==> config.mk <==
export PLATFORM = sky130hd
export DESIGN_NAME = qit_quad_timer
export DESIGN_NICKNAME = d
export VERILOG_FILES = /design/src/rtl/qit_pkg.sv /design/src/rtl/qit_quad_timer.sv
export VERILOG_INCLUDE_DIRS = /design/src /design/src/rtl
export SDC_FILE = /design/constraint.sdc
export NUM_CORES = 1
export LEC_CHECK = 0
export BUFFER_PORTS_ARGS = -buffer_cell sky130_fd_sc_hd__buf_2
export CORE_ASPECT_RATIO = 2
export CORE_UTILIZATION = 55
export CTS_CLUSTER_DIAMETER = 50
export DETAILED_ROUTE_END_ITERATION = 12
export PLACE_DENSITY = 0.73
export SLEW_MARGIN = 0
export SYNTH_ARGS = -nofsm -noshare
export SYNTH_HDL_FRONTEND = slang
export SYNTH_SLANG_ARGS = --single-unit
==> constraint.sdc <==
create_clock -name core_clk -period 2.9 [get_ports core_clk]
set_clock_uncertainty 0.1 [all_clocks]
set_input_delay 0.58 -clock core_clk [delete_from_list [all_inputs] [get_ports core_clk]]
set_output_delay 0.58 -clock core_clk [all_outputs]
set_load 0.01 [all_outputs]
==> src/rtl/qit_map.svh <==
// register offsets, field positions, reset values and prescaler taps of the quad interval timer
`ifndef QIT_MAP_SVH
`define QIT_MAP_SVH

// --------------------------------------------------------------
// register offsets (one 8-bit register per address)
// --------------------------------------------------------------
`define QIT_ADDR_CMP0     4'h0
`define QIT_ADDR_CMP1     4'h1
`define QIT_ADDR_CMP2     4'h2
`define QIT_ADDR_CMP3     4'h3
`define QIT_ADDR_TOGGLE   4'h4
`define QIT_ADDR_MODE     4'h5
`define QIT_ADDR_CLKSEL   4'h6
`define QIT_ADDR_RUN      4'h7

// --------------------------------------------------------------
// field positions
// --------------------------------------------------------------
`define QIT_TOG_SOFT_HI   1
`define QIT_TOG_SOFT_LO   0
`define QIT_TOG_EN        2
`define QIT_TOG_SEL       3
`define QIT_TOG_LATCH2    4
`define QIT_TOG_LATCH3    5
`define QIT_MODE_P0_HI    1
`define QIT_MODE_P0_LO    0
`define QIT_MODE_P1_HI    3
`define QIT_MODE_P1_LO    2
`define QIT_MODE_PIN_EN   4

// --------------------------------------------------------------
// reset values and constant read values
// --------------------------------------------------------------
`define QIT_CMP_RST       8'h00
`define QIT_CLKSEL_RST    8'h00
`define QIT_RUN_RST       4'h0
`define QIT_RD_ZERO       8'h00
`define QIT_CNT_ZERO      8'h00
`define QIT_CNT_ONE       8'h01
`define QIT_CNT_MAX       8'hff
`define QIT_SOFT_RD       2'h3

// --------------------------------------------------------------
// prescaler taps: a tap fires when all masked bits are one
// --------------------------------------------------------------
`define QIT_PRESC_MIN_W   11
`define QIT_PRESC_ONE     11'h001
`define QIT_TAP_DIV2      11'h001
`define QIT_TAP_DIV8      11'h007
`define QIT_TAP_DIV128    11'h07f
`define QIT_TAP_DIV2048   11'h7ff

`endif

==> src/rtl/qit_pkg.sv <==
// types shared by the quad interval timer
package qit_pkg;

  // operating mode of one timer pair
  typedef enum logic [1:0] {
    QIT_PAIR_8BIT  = 2'b00,
    QIT_PAIR_16BIT = 2'b01,
    QIT_PAIR_PPG   = 2'b10,
    QIT_PAIR_PWM   = 2'b11
  } qit_pair_mode_e;

  // software control of the shared output flip-flop
  typedef enum logic [1:0] {
    QIT_FF_CLEAR  = 2'b00,
    QIT_FF_SET    = 2'b01,
    QIT_FF_INVERT = 2'b10,
    QIT_FF_KEEP   = 2'b11
  } qit_ffctl_e;

endpackage

==> src/rtl/qit_quad_timer.sv <==
// quad 8-bit interval timer with cascade pairs and shared toggle output
//
// What this block does
// - match on equality; zero matches on overflow
// - compare writes reach comparator immediately
// - timer 0/1 compare registers are write-only
// - timer 2/3 read latch, write compare
// - 8-bit match clears counter, raises interrupt
// - enabled match inverts flip-flop, drives pin
// - select bit picks timer 0 or 1; 16-bit mode uses timer 1
// - toggle enable gates match inversion, resets to zero
// - soft field clears, sets or inverts flip-flop
// - flip-flop state never readable
// - four timers independent; 2/3 no output
// - timer 1 may count timer 0 matches
// - prescaler taps include system clock div8
// - pair mode 01 cascades via timer 0 overflow
// - timers 2/3 cascade the same way
// - timer 0 low byte, timer 1 high byte
// - low byte write suspends until high byte
// - 16-bit low match interrupts without clearing
// - 16-bit full match clears both, timer 1 interrupt
// - clearing run bit stops and zeroes counter
// - repeated toggles give 50 percent square wave
`timescale 1ns/1ps
`default_nettype none
`include "qit_map.svh"

module qit_quad_timer #(
  parameter int unsigned PRESCALE_W = 11
) (
  input  wire logic       core_clk,
  input  wire logic       nrst,
  input  wire logic [3:0] reg_addr,
  input  wire logic [7:0] reg_wdata,
  input  wire logic       reg_wr,
  input  wire logic       reg_rd,
  output logic      [7:0] reg_rdata,
  output logic            timer0_irq,
  output logic            timer1_irq,
  output logic            timer2_irq,
  output logic            timer3_irq,
  output logic            timer_output_pin,
  output logic            timer_output_pin_oe
);

  // ------------------------------------------------------------
  // parameter check
  // ------------------------------------------------------------
  if (PRESCALE_W < `QIT_PRESC_MIN_W) begin : g_bad_presc
    $error("prescaler narrower than the widest tap");
  end

  // ------------------------------------------------------------
  // state
  // ------------------------------------------------------------
  logic [PRESCALE_W-1:0]   presc_reg;
  logic [PRESCALE_W-1:0]   presc_next;
  logic [7:0]              cnt_reg    [0:3];
  logic [7:0]              cnt_next   [0:3];
  logic [7:0]              cmp_reg    [0:3];
  logic [7:0]              cmp_next   [0:3];
  logic [7:0]              latch_reg  [0:1];
  logic [7:0]              latch_next [0:1];
  logic [1:0]              armed_reg;
  logic [1:0]              armed_next;
  qit_pkg::qit_pair_mode_e pmode_reg  [0:1];
  qit_pkg::qit_pair_mode_e pmode_next [0:1];
  logic                    pin_en_reg;
  logic                    pin_en_next;
  logic [7:0]              clksel_reg;
  logic [7:0]              clksel_next;
  logic [3:0]              run_reg;
  logic [3:0]              run_next;
  logic                    tog_en_reg;
  logic                    tog_en_next;
  logic                    tog_sel_reg;
  logic                    tog_sel_next;
  logic                    ff_reg;
  logic                    ff_next;
  logic [3:0]              irq_reg;
  logic [3:0]              irq_next;
  logic [7:0]              rdata_reg;
  logic [7:0]              rdata_next;

  // ------------------------------------------------------------
  // combinational helpers
  // ------------------------------------------------------------
  logic [3:0]  tick_c;
  logic [3:0]  match_c;
  logic        hw_toggle_c;
  logic        tog_wr_c;
  logic [7:0]  inc_c     [0:3];

  // prescaler tap selected by a two-bit source code
  function automatic logic tap_hit(input logic [1:0] sel, input logic [`QIT_PRESC_MIN_W-1:0] pre);
    logic [`QIT_PRESC_MIN_W-1:0] mask;
    mask = `QIT_TAP_DIV2;
    unique case (sel)
      2'b00: mask = `QIT_TAP_DIV2;
      2'b01: mask = `QIT_TAP_DIV8;
      2'b10: mask = `QIT_TAP_DIV128;
      2'b11: mask = `QIT_TAP_DIV2048;
    endcase
    return (pre & mask) == mask;
  endfunction

  // ------------------------------------------------------------
  // prescaler
  // ------------------------------------------------------------

  // free-running divider feeding all taps
  always_comb
  begin
    presc_next = presc_reg + PRESCALE_W'(`QIT_PRESC_ONE);
  end

  // ------------------------------------------------------------
  // counters and comparators
  // ------------------------------------------------------------

  // per pair: count sources, matches and next counter values
  always_comb
  begin
    tick_c  = 4'h0;
    match_c = 4'h0;
    for (int i = 0; i < 4; i++)
    begin
      cnt_next[i] = cnt_reg[i];
      inc_c[i]    = cnt_reg[i] + `QIT_CNT_ONE;
    end
    for (int p = 0; p < 2; p++)
    begin
      tick_c[2*p] = run_reg[2*p] && tap_hit(clksel_reg[4*p +: 2], presc_reg[`QIT_PRESC_MIN_W-1:0]);
      if (pmode_reg[p] == qit_pkg::QIT_PAIR_16BIT)
      begin
        // cascade: low overflow clocks the high counter
        tick_c[2*p+1] = run_reg[2*p+1] && tick_c[2*p] && (cnt_reg[2*p] == `QIT_CNT_MAX);
        match_c[2*p]  = armed_reg[p] && tick_c[2*p] && (inc_c[2*p] == cmp_reg[2*p]);
        // low byte from the low timer, high byte from the high timer
        match_c[2*p+1] = armed_reg[p] && tick_c[2*p] && run_reg[2*p+1]
                         && (16'({cnt_reg[2*p+1], cnt_reg[2*p]} + 16'h0001)
                             == {cmp_reg[2*p+1], cmp_reg[2*p]});
        if (match_c[2*p+1])
        begin
          cnt_next[2*p]   = `QIT_CNT_ZERO;
          cnt_next[2*p+1] = `QIT_CNT_ZERO;
        end
        else
        begin
          // a low match alone keeps counting
          if (tick_c[2*p])
            cnt_next[2*p] = inc_c[2*p];
          if (tick_c[2*p+1])
            cnt_next[2*p+1] = inc_c[2*p+1];
        end
      end
      else
      begin
        // independent 8-bit timers; source 00 of the high one is the low match
        match_c[2*p] = tick_c[2*p] && (inc_c[2*p] == cmp_reg[2*p]);
        if (clksel_reg[4*p+2 +: 2] == 2'b00)
          tick_c[2*p+1] = run_reg[2*p+1] && match_c[2*p];
        else
          tick_c[2*p+1] = run_reg[2*p+1] && tap_hit(clksel_reg[4*p+2 +: 2], presc_reg[`QIT_PRESC_MIN_W-1:0]);
        match_c[2*p+1] = tick_c[2*p+1] && (inc_c[2*p+1] == cmp_reg[2*p+1]);
        for (int k = 0; k < 2; k++)
        begin
          if (match_c[2*p+k])
            cnt_next[2*p+k] = `QIT_CNT_ZERO;
          else if (tick_c[2*p+k])
            cnt_next[2*p+k] = inc_c[2*p+k];
        end
      end
    end
    // stopped timers hold zero
    for (int i = 0; i < 4; i++)
    begin
      if (!run_reg[i])
        cnt_next[i] = `QIT_CNT_ZERO;
    end
  end

  // one interrupt pulse per match
  always_comb
  begin
    irq_next = match_c;
  end

  // ------------------------------------------------------------
  // shared output flip-flop (timers 0 and 1 only)
  // ------------------------------------------------------------

  // match that inverts the flip-flop
  always_comb
  begin
    if (pmode_reg[0] == qit_pkg::QIT_PAIR_16BIT)
      hw_toggle_c = tog_en_reg && match_c[1];
    else
      hw_toggle_c = tog_en_reg && (tog_sel_reg ? match_c[1] : match_c[0]);
  end

  // software set/clear wins; software and match inversions combine
  always_comb
  begin
    tog_wr_c = reg_wr && (reg_addr == `QIT_ADDR_TOGGLE);
    ff_next  = ff_reg ^ hw_toggle_c;
    if (tog_wr_c)
    begin
      unique case (qit_pkg::qit_ffctl_e'(reg_wdata[`QIT_TOG_SOFT_HI:`QIT_TOG_SOFT_LO]))
        qit_pkg::QIT_FF_CLEAR:  ff_next = 1'b0;
        qit_pkg::QIT_FF_SET:    ff_next = 1'b1;
        qit_pkg::QIT_FF_INVERT: ff_next = ~ff_reg ^ hw_toggle_c;
        qit_pkg::QIT_FF_KEEP:   ff_next = ff_reg ^ hw_toggle_c;
      endcase
    end
  end

  // ------------------------------------------------------------
  // register port
  // ------------------------------------------------------------

  // register writes
  always_comb
  begin
    for (int i = 0; i < 4; i++)
      cmp_next[i] = cmp_reg[i];
    for (int k = 0; k < 2; k++)
    begin
      latch_next[k] = latch_reg[k];
      pmode_next[k] = pmode_reg[k];
    end
    armed_next   = armed_reg;
    pin_en_next  = pin_en_reg;
    clksel_next  = clksel_reg;
    run_next     = run_reg;
    tog_en_next  = tog_en_reg;
    tog_sel_next = tog_sel_reg;
    if (reg_wr)
    begin
      unique case (reg_addr)
        `QIT_ADDR_CMP0, `QIT_ADDR_CMP2:
        begin
          cmp_next[reg_addr[1:0]]   = reg_wdata;
          armed_next[reg_addr[1]]   = 1'b0;
        end
        `QIT_ADDR_CMP1, `QIT_ADDR_CMP3:
        begin
          cmp_next[reg_addr[1:0]]   = reg_wdata;
          armed_next[reg_addr[1]]   = 1'b1;
        end
        `QIT_ADDR_TOGGLE:
        begin
          tog_en_next  = reg_wdata[`QIT_TOG_EN];
          tog_sel_next = reg_wdata[`QIT_TOG_SEL];
          // a zero in a trigger bit snapshots the counter
          if (!reg_wdata[`QIT_TOG_LATCH2])
            latch_next[0] = cnt_reg[2];
          if (!reg_wdata[`QIT_TOG_LATCH3])
            latch_next[1] = cnt_reg[3];
        end
        `QIT_ADDR_MODE:
        begin
          pmode_next[0] = qit_pkg::qit_pair_mode_e'(reg_wdata[`QIT_MODE_P0_HI:`QIT_MODE_P0_LO]);
          pmode_next[1] = qit_pkg::qit_pair_mode_e'(reg_wdata[`QIT_MODE_P1_HI:`QIT_MODE_P1_LO]);
          pin_en_next   = reg_wdata[`QIT_MODE_PIN_EN];
        end
        `QIT_ADDR_CLKSEL: clksel_next = reg_wdata;
        `QIT_ADDR_RUN:    run_next    = reg_wdata[3:0];
        default:
        begin
        end
      endcase
    end
  end

  // read data, valid only in the cycle after the strobe
  always_comb
  begin
    rdata_next = `QIT_RD_ZERO;
    if (reg_rd)
    begin
      unique case (reg_addr)
        `QIT_ADDR_CMP0, `QIT_ADDR_CMP1: rdata_next = `QIT_RD_ZERO;
        `QIT_ADDR_CMP2:   rdata_next = latch_reg[0];
        `QIT_ADDR_CMP3:   rdata_next = latch_reg[1];
        // flip-flop state is never returned
        `QIT_ADDR_TOGGLE: rdata_next = {2'b00, 1'b1, 1'b1, tog_sel_reg, tog_en_reg, `QIT_SOFT_RD};
        `QIT_ADDR_MODE:   rdata_next = {3'b000, pin_en_reg, pmode_reg[1], pmode_reg[0]};
        `QIT_ADDR_CLKSEL: rdata_next = clksel_reg;
        `QIT_ADDR_RUN:    rdata_next = {4'h0, run_reg};
        default:          rdata_next = `QIT_RD_ZERO;
      endcase
    end
  end

  // ------------------------------------------------------------
  // registers
  // ------------------------------------------------------------

  // all state registered here with synchronous reset
  always_ff @(posedge core_clk)
  begin
    if (!nrst)
    begin
      presc_reg   <= '0;
      for (int i = 0; i < 4; i++)
      begin
        cnt_reg[i] <= `QIT_CNT_ZERO;
        cmp_reg[i] <= `QIT_CMP_RST;
      end
      for (int k = 0; k < 2; k++)
      begin
        latch_reg[k] <= `QIT_CNT_ZERO;
        pmode_reg[k] <= qit_pkg::QIT_PAIR_8BIT;
      end
      armed_reg   <= 2'b11;
      pin_en_reg  <= 1'b0;
      clksel_reg  <= `QIT_CLKSEL_RST;
      run_reg     <= `QIT_RUN_RST;
      tog_en_reg  <= 1'b0;
      tog_sel_reg <= 1'b0;
      ff_reg      <= 1'b0;
      irq_reg     <= 4'h0;
      rdata_reg   <= `QIT_RD_ZERO;
    end
    else
    begin
      presc_reg   <= presc_next;
      for (int i = 0; i < 4; i++)
      begin
        cnt_reg[i] <= cnt_next[i];
        cmp_reg[i] <= cmp_next[i];
      end
      for (int k = 0; k < 2; k++)
      begin
        latch_reg[k] <= latch_next[k];
        pmode_reg[k] <= pmode_next[k];
      end
      armed_reg   <= armed_next;
      pin_en_reg  <= pin_en_next;
      clksel_reg  <= clksel_next;
      run_reg     <= run_next;
      tog_en_reg  <= tog_en_next;
      tog_sel_reg <= tog_sel_next;
      ff_reg      <= ff_next;
      irq_reg     <= irq_next;
      rdata_reg   <= rdata_next;
    end
  end

  // outputs straight from flip-flops
  assign reg_rdata           = rdata_reg;
  assign timer0_irq          = irq_reg[0];
  assign timer1_irq          = irq_reg[1];
  assign timer2_irq          = irq_reg[2];
  assign timer3_irq          = irq_reg[3];
  assign timer_output_pin    = ff_reg;
  assign timer_output_pin_oe = pin_en_reg;
endmodule // qit_quad_timer

`default_nettype wire

== After elaboration in Yosys (flattened, before gate mapping) ==
Memories as Yosys holds them, arrays and structs flattened.
Index checks and enable logic that the tools add are counted.
W data, S select, Z words.

* Bitwise operators: 23
* Magnitude comparators: 4
* $add $sub $neg: 7
* Equal/unequal tests: 36
* Reduce and logical (&&, ||, !) cells: 43
* Muxes and demuxes: 65

{| class="wikitable"
|+ Operator list
! kind !! count
|-
| $mux W8 || 27
|-
| $mux W16 || 6
|-
| $pmux W11 S4 || 2
|-
| $pmux W11 S3 || 2
|-
| $mux W32 || 2
|-
| $pmux W8 S6 || 1
|-
| $and A11 B11 Y11 || 4
|-
| $eq A11 B11 Y1 || 4
|-
| $mux W11 || 4
|-
| $add A16 B1 Y16 const B || 2
|-
| $add A8 B1 Y8 const B || 4
|-
| $bwmux W32 || 1
|-
| $eq A16 B16 Y1 || 2
|-
| $eq A8 B8 Y1 || 4
|-
| $logic_and A1 B1 Y1 || 27
|-
| $eq A2 B2 Y1 const B || 10
|-
| $demux W8 S2 || 1
|-
| $eq A4 B3 Y1 const B || 4
|-
| $eq A8 B8 Y1 const B || 2
|-
| $eq A2 B1 Y1 const B || 7
|-
| $or A1 B1 Y1 || 12
|-
| $reduce_and A2 Y1 || 6
|-
| $add A11 B1 Y11 const B || 1
|-
| $logic_not A2 Y1 || 5
|-
| 22 further kinds || 38
|}

* Input bits: 16
* Word-level logic and storage cells: 192
* Memories: 4
* Memory bits (writable): 84
* Bits in registers: 41

{| class="wikitable"
|+ Memories
! memory !! words !! width !! read ports !! clocked after Yosys merged registers in !! write ports !! line !! RTL
|-
| cmp_reg || 4 || 8 || 4 || 0 || 4 || qit_quad_timer.sv:61 || <nowiki>logic [7:0] cmp_reg [0:3];</nowiki>
|-
| cnt_reg || 4 || 8 || 4 || 0 || 4 || qit_quad_timer.sv:59 || <nowiki>logic [7:0] cnt_reg [0:3];</nowiki>
|-
| latch_reg || 2 || 8 || 2 || 0 || 2 || qit_quad_timer.sv:63 || <nowiki>logic [7:0] latch_reg [0:1];</nowiki>
|-
| pmode_reg || 2 || 2 || 2 || 0 || 2 || qit_quad_timer.sv:67 || <nowiki>qit_pkg::qit_pair_mode_e pmode_reg [0:1];</nowiki>
|}

== Longest topological paths before layout ==
* Depth in word-level cells: 17
* Depth in mapped cells: 11
* Mapped depth without buffers: 10

== Least setup slack after synthesis ==
OpenSTA, ideal clock, no wires.

* Path kind: register -> register
* From: memory cnt_reg[1][1]
* To: memory cnt_reg[1][4]
* Setup time: 0.070 ns
* Required time: 2.730 ns
* Data arrival time: 2.800 ns
* Setup slack: -0.070 ns
* Cell stages (with the launch flop): 12
* Clock period less this slack: 2.970 ns
* Cell sequence: dfxtp_1 -> ha_1 -> and3_1 -> and4_1 -> o211ai_1 -> a2111oi_4 -> nand4_2 -> o22ai_2 -> nor2_2 -> buf_6 -> or4_1 -> a21oi_1

{| class="wikitable"
|+ RTL lines
! element !! line
|-
| start, declared || qit_quad_timer.sv:59
|}

==> metrics.yaml <==
sta:
  max_clock_freq_ghz: 0.3363
  layout_setup_ws_ns: -0.07359
  final_min_period_over_clock_period: 1.025
  report.final.hold_viol_count: 0
  setup-violations-final: 4
  setup_total_negative_slack_ns: -0.2228
  hold-worst-slack_ns: 0.3729
  worstMarginPinSlew_ns: 0.5963
  finalMaxSlewViolations: 0
  rsz_0062_raised_after_global_routing: "yes"
  period_needed_ns: 2.974
  max-slew-margin-rel: 0.6013
worst_hold_path:
  timing.hold.worst.class: "in2reg"
  holdPathEnd: "reg_rdata[6]"
  cell_depth_of_the_worst_hold_path: 3
  hold_start: "reg_rd"
placed_design:
  dp_hpwl_um: 15720
  gp_congestion: 1.010
  dp_worst_setup_slack_ns: -0.1547
  io_buffer_count: 29
clock_tree:
  clk-insertion-delay-late_ns: 0.42
  clk_buf_depth: 2
  cts-buffers-inserted: 17
  cts_sinks: 125
  cts.reportedPaths.clkPinSlew_ns: 0.06
  cts-hold-fix-buffers: 0
  tritoncts: "built"
  h_tree_depth: 4
  clock_tree.root_cell: "clkbuf_16"
grt:
  global_route.usage.total: 0.3434
  wire_length_of_the_first_global_routing_pass_um: 32460
  grt_remaining_overflow: 0
  pin_count_of_the_biggest_net_entering_global_routing: 39
  grt_pass1_vias: 6609
  grt_antenna_before_repair: 0
setup_path:
  cp_data_required_time_ns: 3.15
  reg2reg_depth: 10
  timing.setup.critical_path_class: "reg2reg"
  end_kind: "flip-flop"
  reg2reg_from: "cnt_reg[0][1]"
  worstReg2RegEnd: "cnt_reg[1][6]"
  reg2reg_slack_ns: -0.07
  critical_path_fanouts_max: 7
  critPathArrivalTime_ns: 3.22
  worstSetupStartpointType: "flip-flop"
logic_synthesis:
  synth-async-reset-ratio: 0
  yosysUniqueCellTypes: 69
  syn_nets: 830
  ys_warnings: 0
  synthesis.area_mm2: 0.006679
  number_of_flops_mapped_to_enable_cells_by_yosys: 0
  syn-instance-count: 809
  synth_flop_cell: "dfxtp_1"
  synth_register_bits: 125
  synth.yosys.seq_area_share: 0.3747
  avgSynthCellArea_um2: 8.256
power:
  leakage_nw: 3.188
  peakVddDrop_mv: 0.4339
  powerDensity_mw_per_mm2: 464.0
drt:
  detailedRoute.firstIterationViolations: 407
  drt-vias-per-instance: 6.185
  drt.antenna.violating_nets: 0
  vias: 6686
  route.detailed.wl_per_inst_um: 19.78
  firstDrtPassIters: 6
  detail_route.drc_violations: 0
  routed_wirelength_um: 21380
flow_run:
  max_cap_viol_count: 0
layout:
  num-nets-final: 944
  fill_cells: 957
  synthToLayoutAreaGrowth_pct: 26.75
  drive_above_1_share: 0.2468
  multi_input_area_mm2: 0.004114
  final-seq-area_mm2: 0.002524
  n_antenna_cell: 0
status:
  violations_in_the_final_reports: "negative setup slack"
  status: "complete, but fails checks"
floorplan:
  die_area_mm2: 0.01261
  chipWidth_um: 79.92
  floorplan.io_pins: 30
  placementRows: 56
  start_util: 0.5674
  die-height_um: 157.8
  core_region_area_mm2: 0.01177
## stage by stage
step | instances | instance area [um^2] | power, mW | util
global route | 1081 | 8466 | 4.032 | 0.7192
detailed placement | 1041 | 7627 | 1.964 | 0.6480
global placement | 1041 | 7627 | 1.957 | 0.6480
CTS | 1073 | 8239 | 3.940 | 0.6999
finish | 1081 | 8466 | 3.928 | 0.7192
floorplan | 809 | 6699 | 1.891 | -
## cells in the mapped netlist (all sizes together) (3+ instances only)
library cell / number / area share
nor4: 4 / 0.0037
a211oi: 4 / 0.0064
buf: 6 / 0.0051
xor2: 33 / 0.043
nor2b: 11 / 0.010
nor2: 124 / 0.070
nand2: 54 / 0.030
a31oi: 6 / 0.0056
xnor2: 36 / 0.047
a21oi: 45 / 0.034
nand4: 23 / 0.022
or3: 8 / 0.0075
o22ai: 9 / 0.0094
a22oi: 4 / 0.0045
o2111a: 3 / 0.0051
a32oi: 8 / 0.010
and4: 7 / 0.0094
mux2: 3 / 0.0051
a22o: 3 / 0.0039
or2: 3 / 0.0028
nand3b: 5 / 0.0056
mux2i: 55 / 0.082
o211ai: 9 / 0.010
a21o: 3 / 0.0034
a2111oi: 3 / 0.0069
o21ai: 44 / 0.033
o2111ai: 5 / 0.0066
inv: 26 / 0.015
and3: 5 / 0.0047
ha: 5 / 0.0094
nand2b: 12 / 0.011
dfxtp: 125 / 0.37
clkbuf: 39 / 0.022
or4: 7 / 0.0084
nor3: 12 / 0.0090
nand3: 29 / 0.022
a211o: 3 / 0.0039
and2: 6 / 0.0056
## worst max-delay path, stage by stage (launching register included)
cell      delay (ns)
dfxtp_4         0.38
nand3_4         0.08
o21a_1          0.18
or4_4           0.53
a211oi_4        0.37
nand4_2         0.17
buf_6           0.16
o22ai_4         0.20
nor2_4          0.08
or4_4           0.50
a21oi_2         0.15
## cell type report
cell class / count / share of cell area
Multi-Input combinational cell: 613 / 0.4860
Timing Repair Buffer: 140 / 0.1175
Tap cell: 145 / 0.02143
Inverter: 26 / 0.01153
Sequential cell: 125 / 0.2981
Clock buffer: 21 / 0.05439
Clock inverter: 11 / 0.01108
## per-layer routing
layer | track usage | routed length, um
met2 | 0.6691 | 11850
met3 | 0.05014 | 734
met4 | 0.2474 | 1617
met1 | 0.3073 | 7180
met5 | 0 | 0
## worst max-delay path by stage
stage / start / to / slack [ns]
after floorplan: cnt_reg[0][0] / cnt_reg[1][4] / 0.01
after global placement: cnt_reg[0][0] / cnt_reg[1][2] / -0.07
after detailed placement: cnt_reg[0][0] / cnt_reg[1][2] / -0.15
after CTS: cnt_reg[0][0] / cnt_reg[1][2] / -0.03
after global routing: cnt_reg[0][1] / cnt_reg[1][6] / -0.20
final: cnt_reg[0][1] / cnt_reg[1][6] / -0.07
## repair_timing
item / 4_1_cts / 5_1_grt
buffers inserted: 0 / 8
gates resized for setup: 16 / 39
cloned: 0 / 0
endpoints found under the hold margin: 0 / 0
pin swaps: 2 / 19
endpoints found under the setup margin: 15 / 17
## logic make-up after synthesis
group | count (synthesis) | share of synthesized area
and+or+nand+nor | 318 | 0.2344
AOI/OAI and AO/OA | 163 | 0.1617
muxes | 58 | 0.08749
xor gates and xnor gates | 69 | 0.09048
DFF | 125 | 0.3747
adders and majority gates | 5 | 0.009367
buffers and inverters | 71 | 0.04196
## cell usage in the layout (no fill, tap or decap), types with 29 or more instances in the layout
master,netlist,final
nand2_1,54,54
mux2i_1,55,55
buf_4,0,109
buf_2,3,29
o21ai_0,44,43
nor2_1,123,121
a21oi_1,45,42
xnor2_1,36,33
xor2_1,33,33
dfxtp_1,125,116
## where the power goes
| part | internal, mW | total, mW | switching [mW] |
|---|---|---|---|
| combinational | 0.0661 | 0.188 | 0.122 |
| sequential | 1.73 | 1.75 | 0.0175 |
| clock | 1.22 | 1.99 | 0.778 |
(Power assumes the default switching activity.)
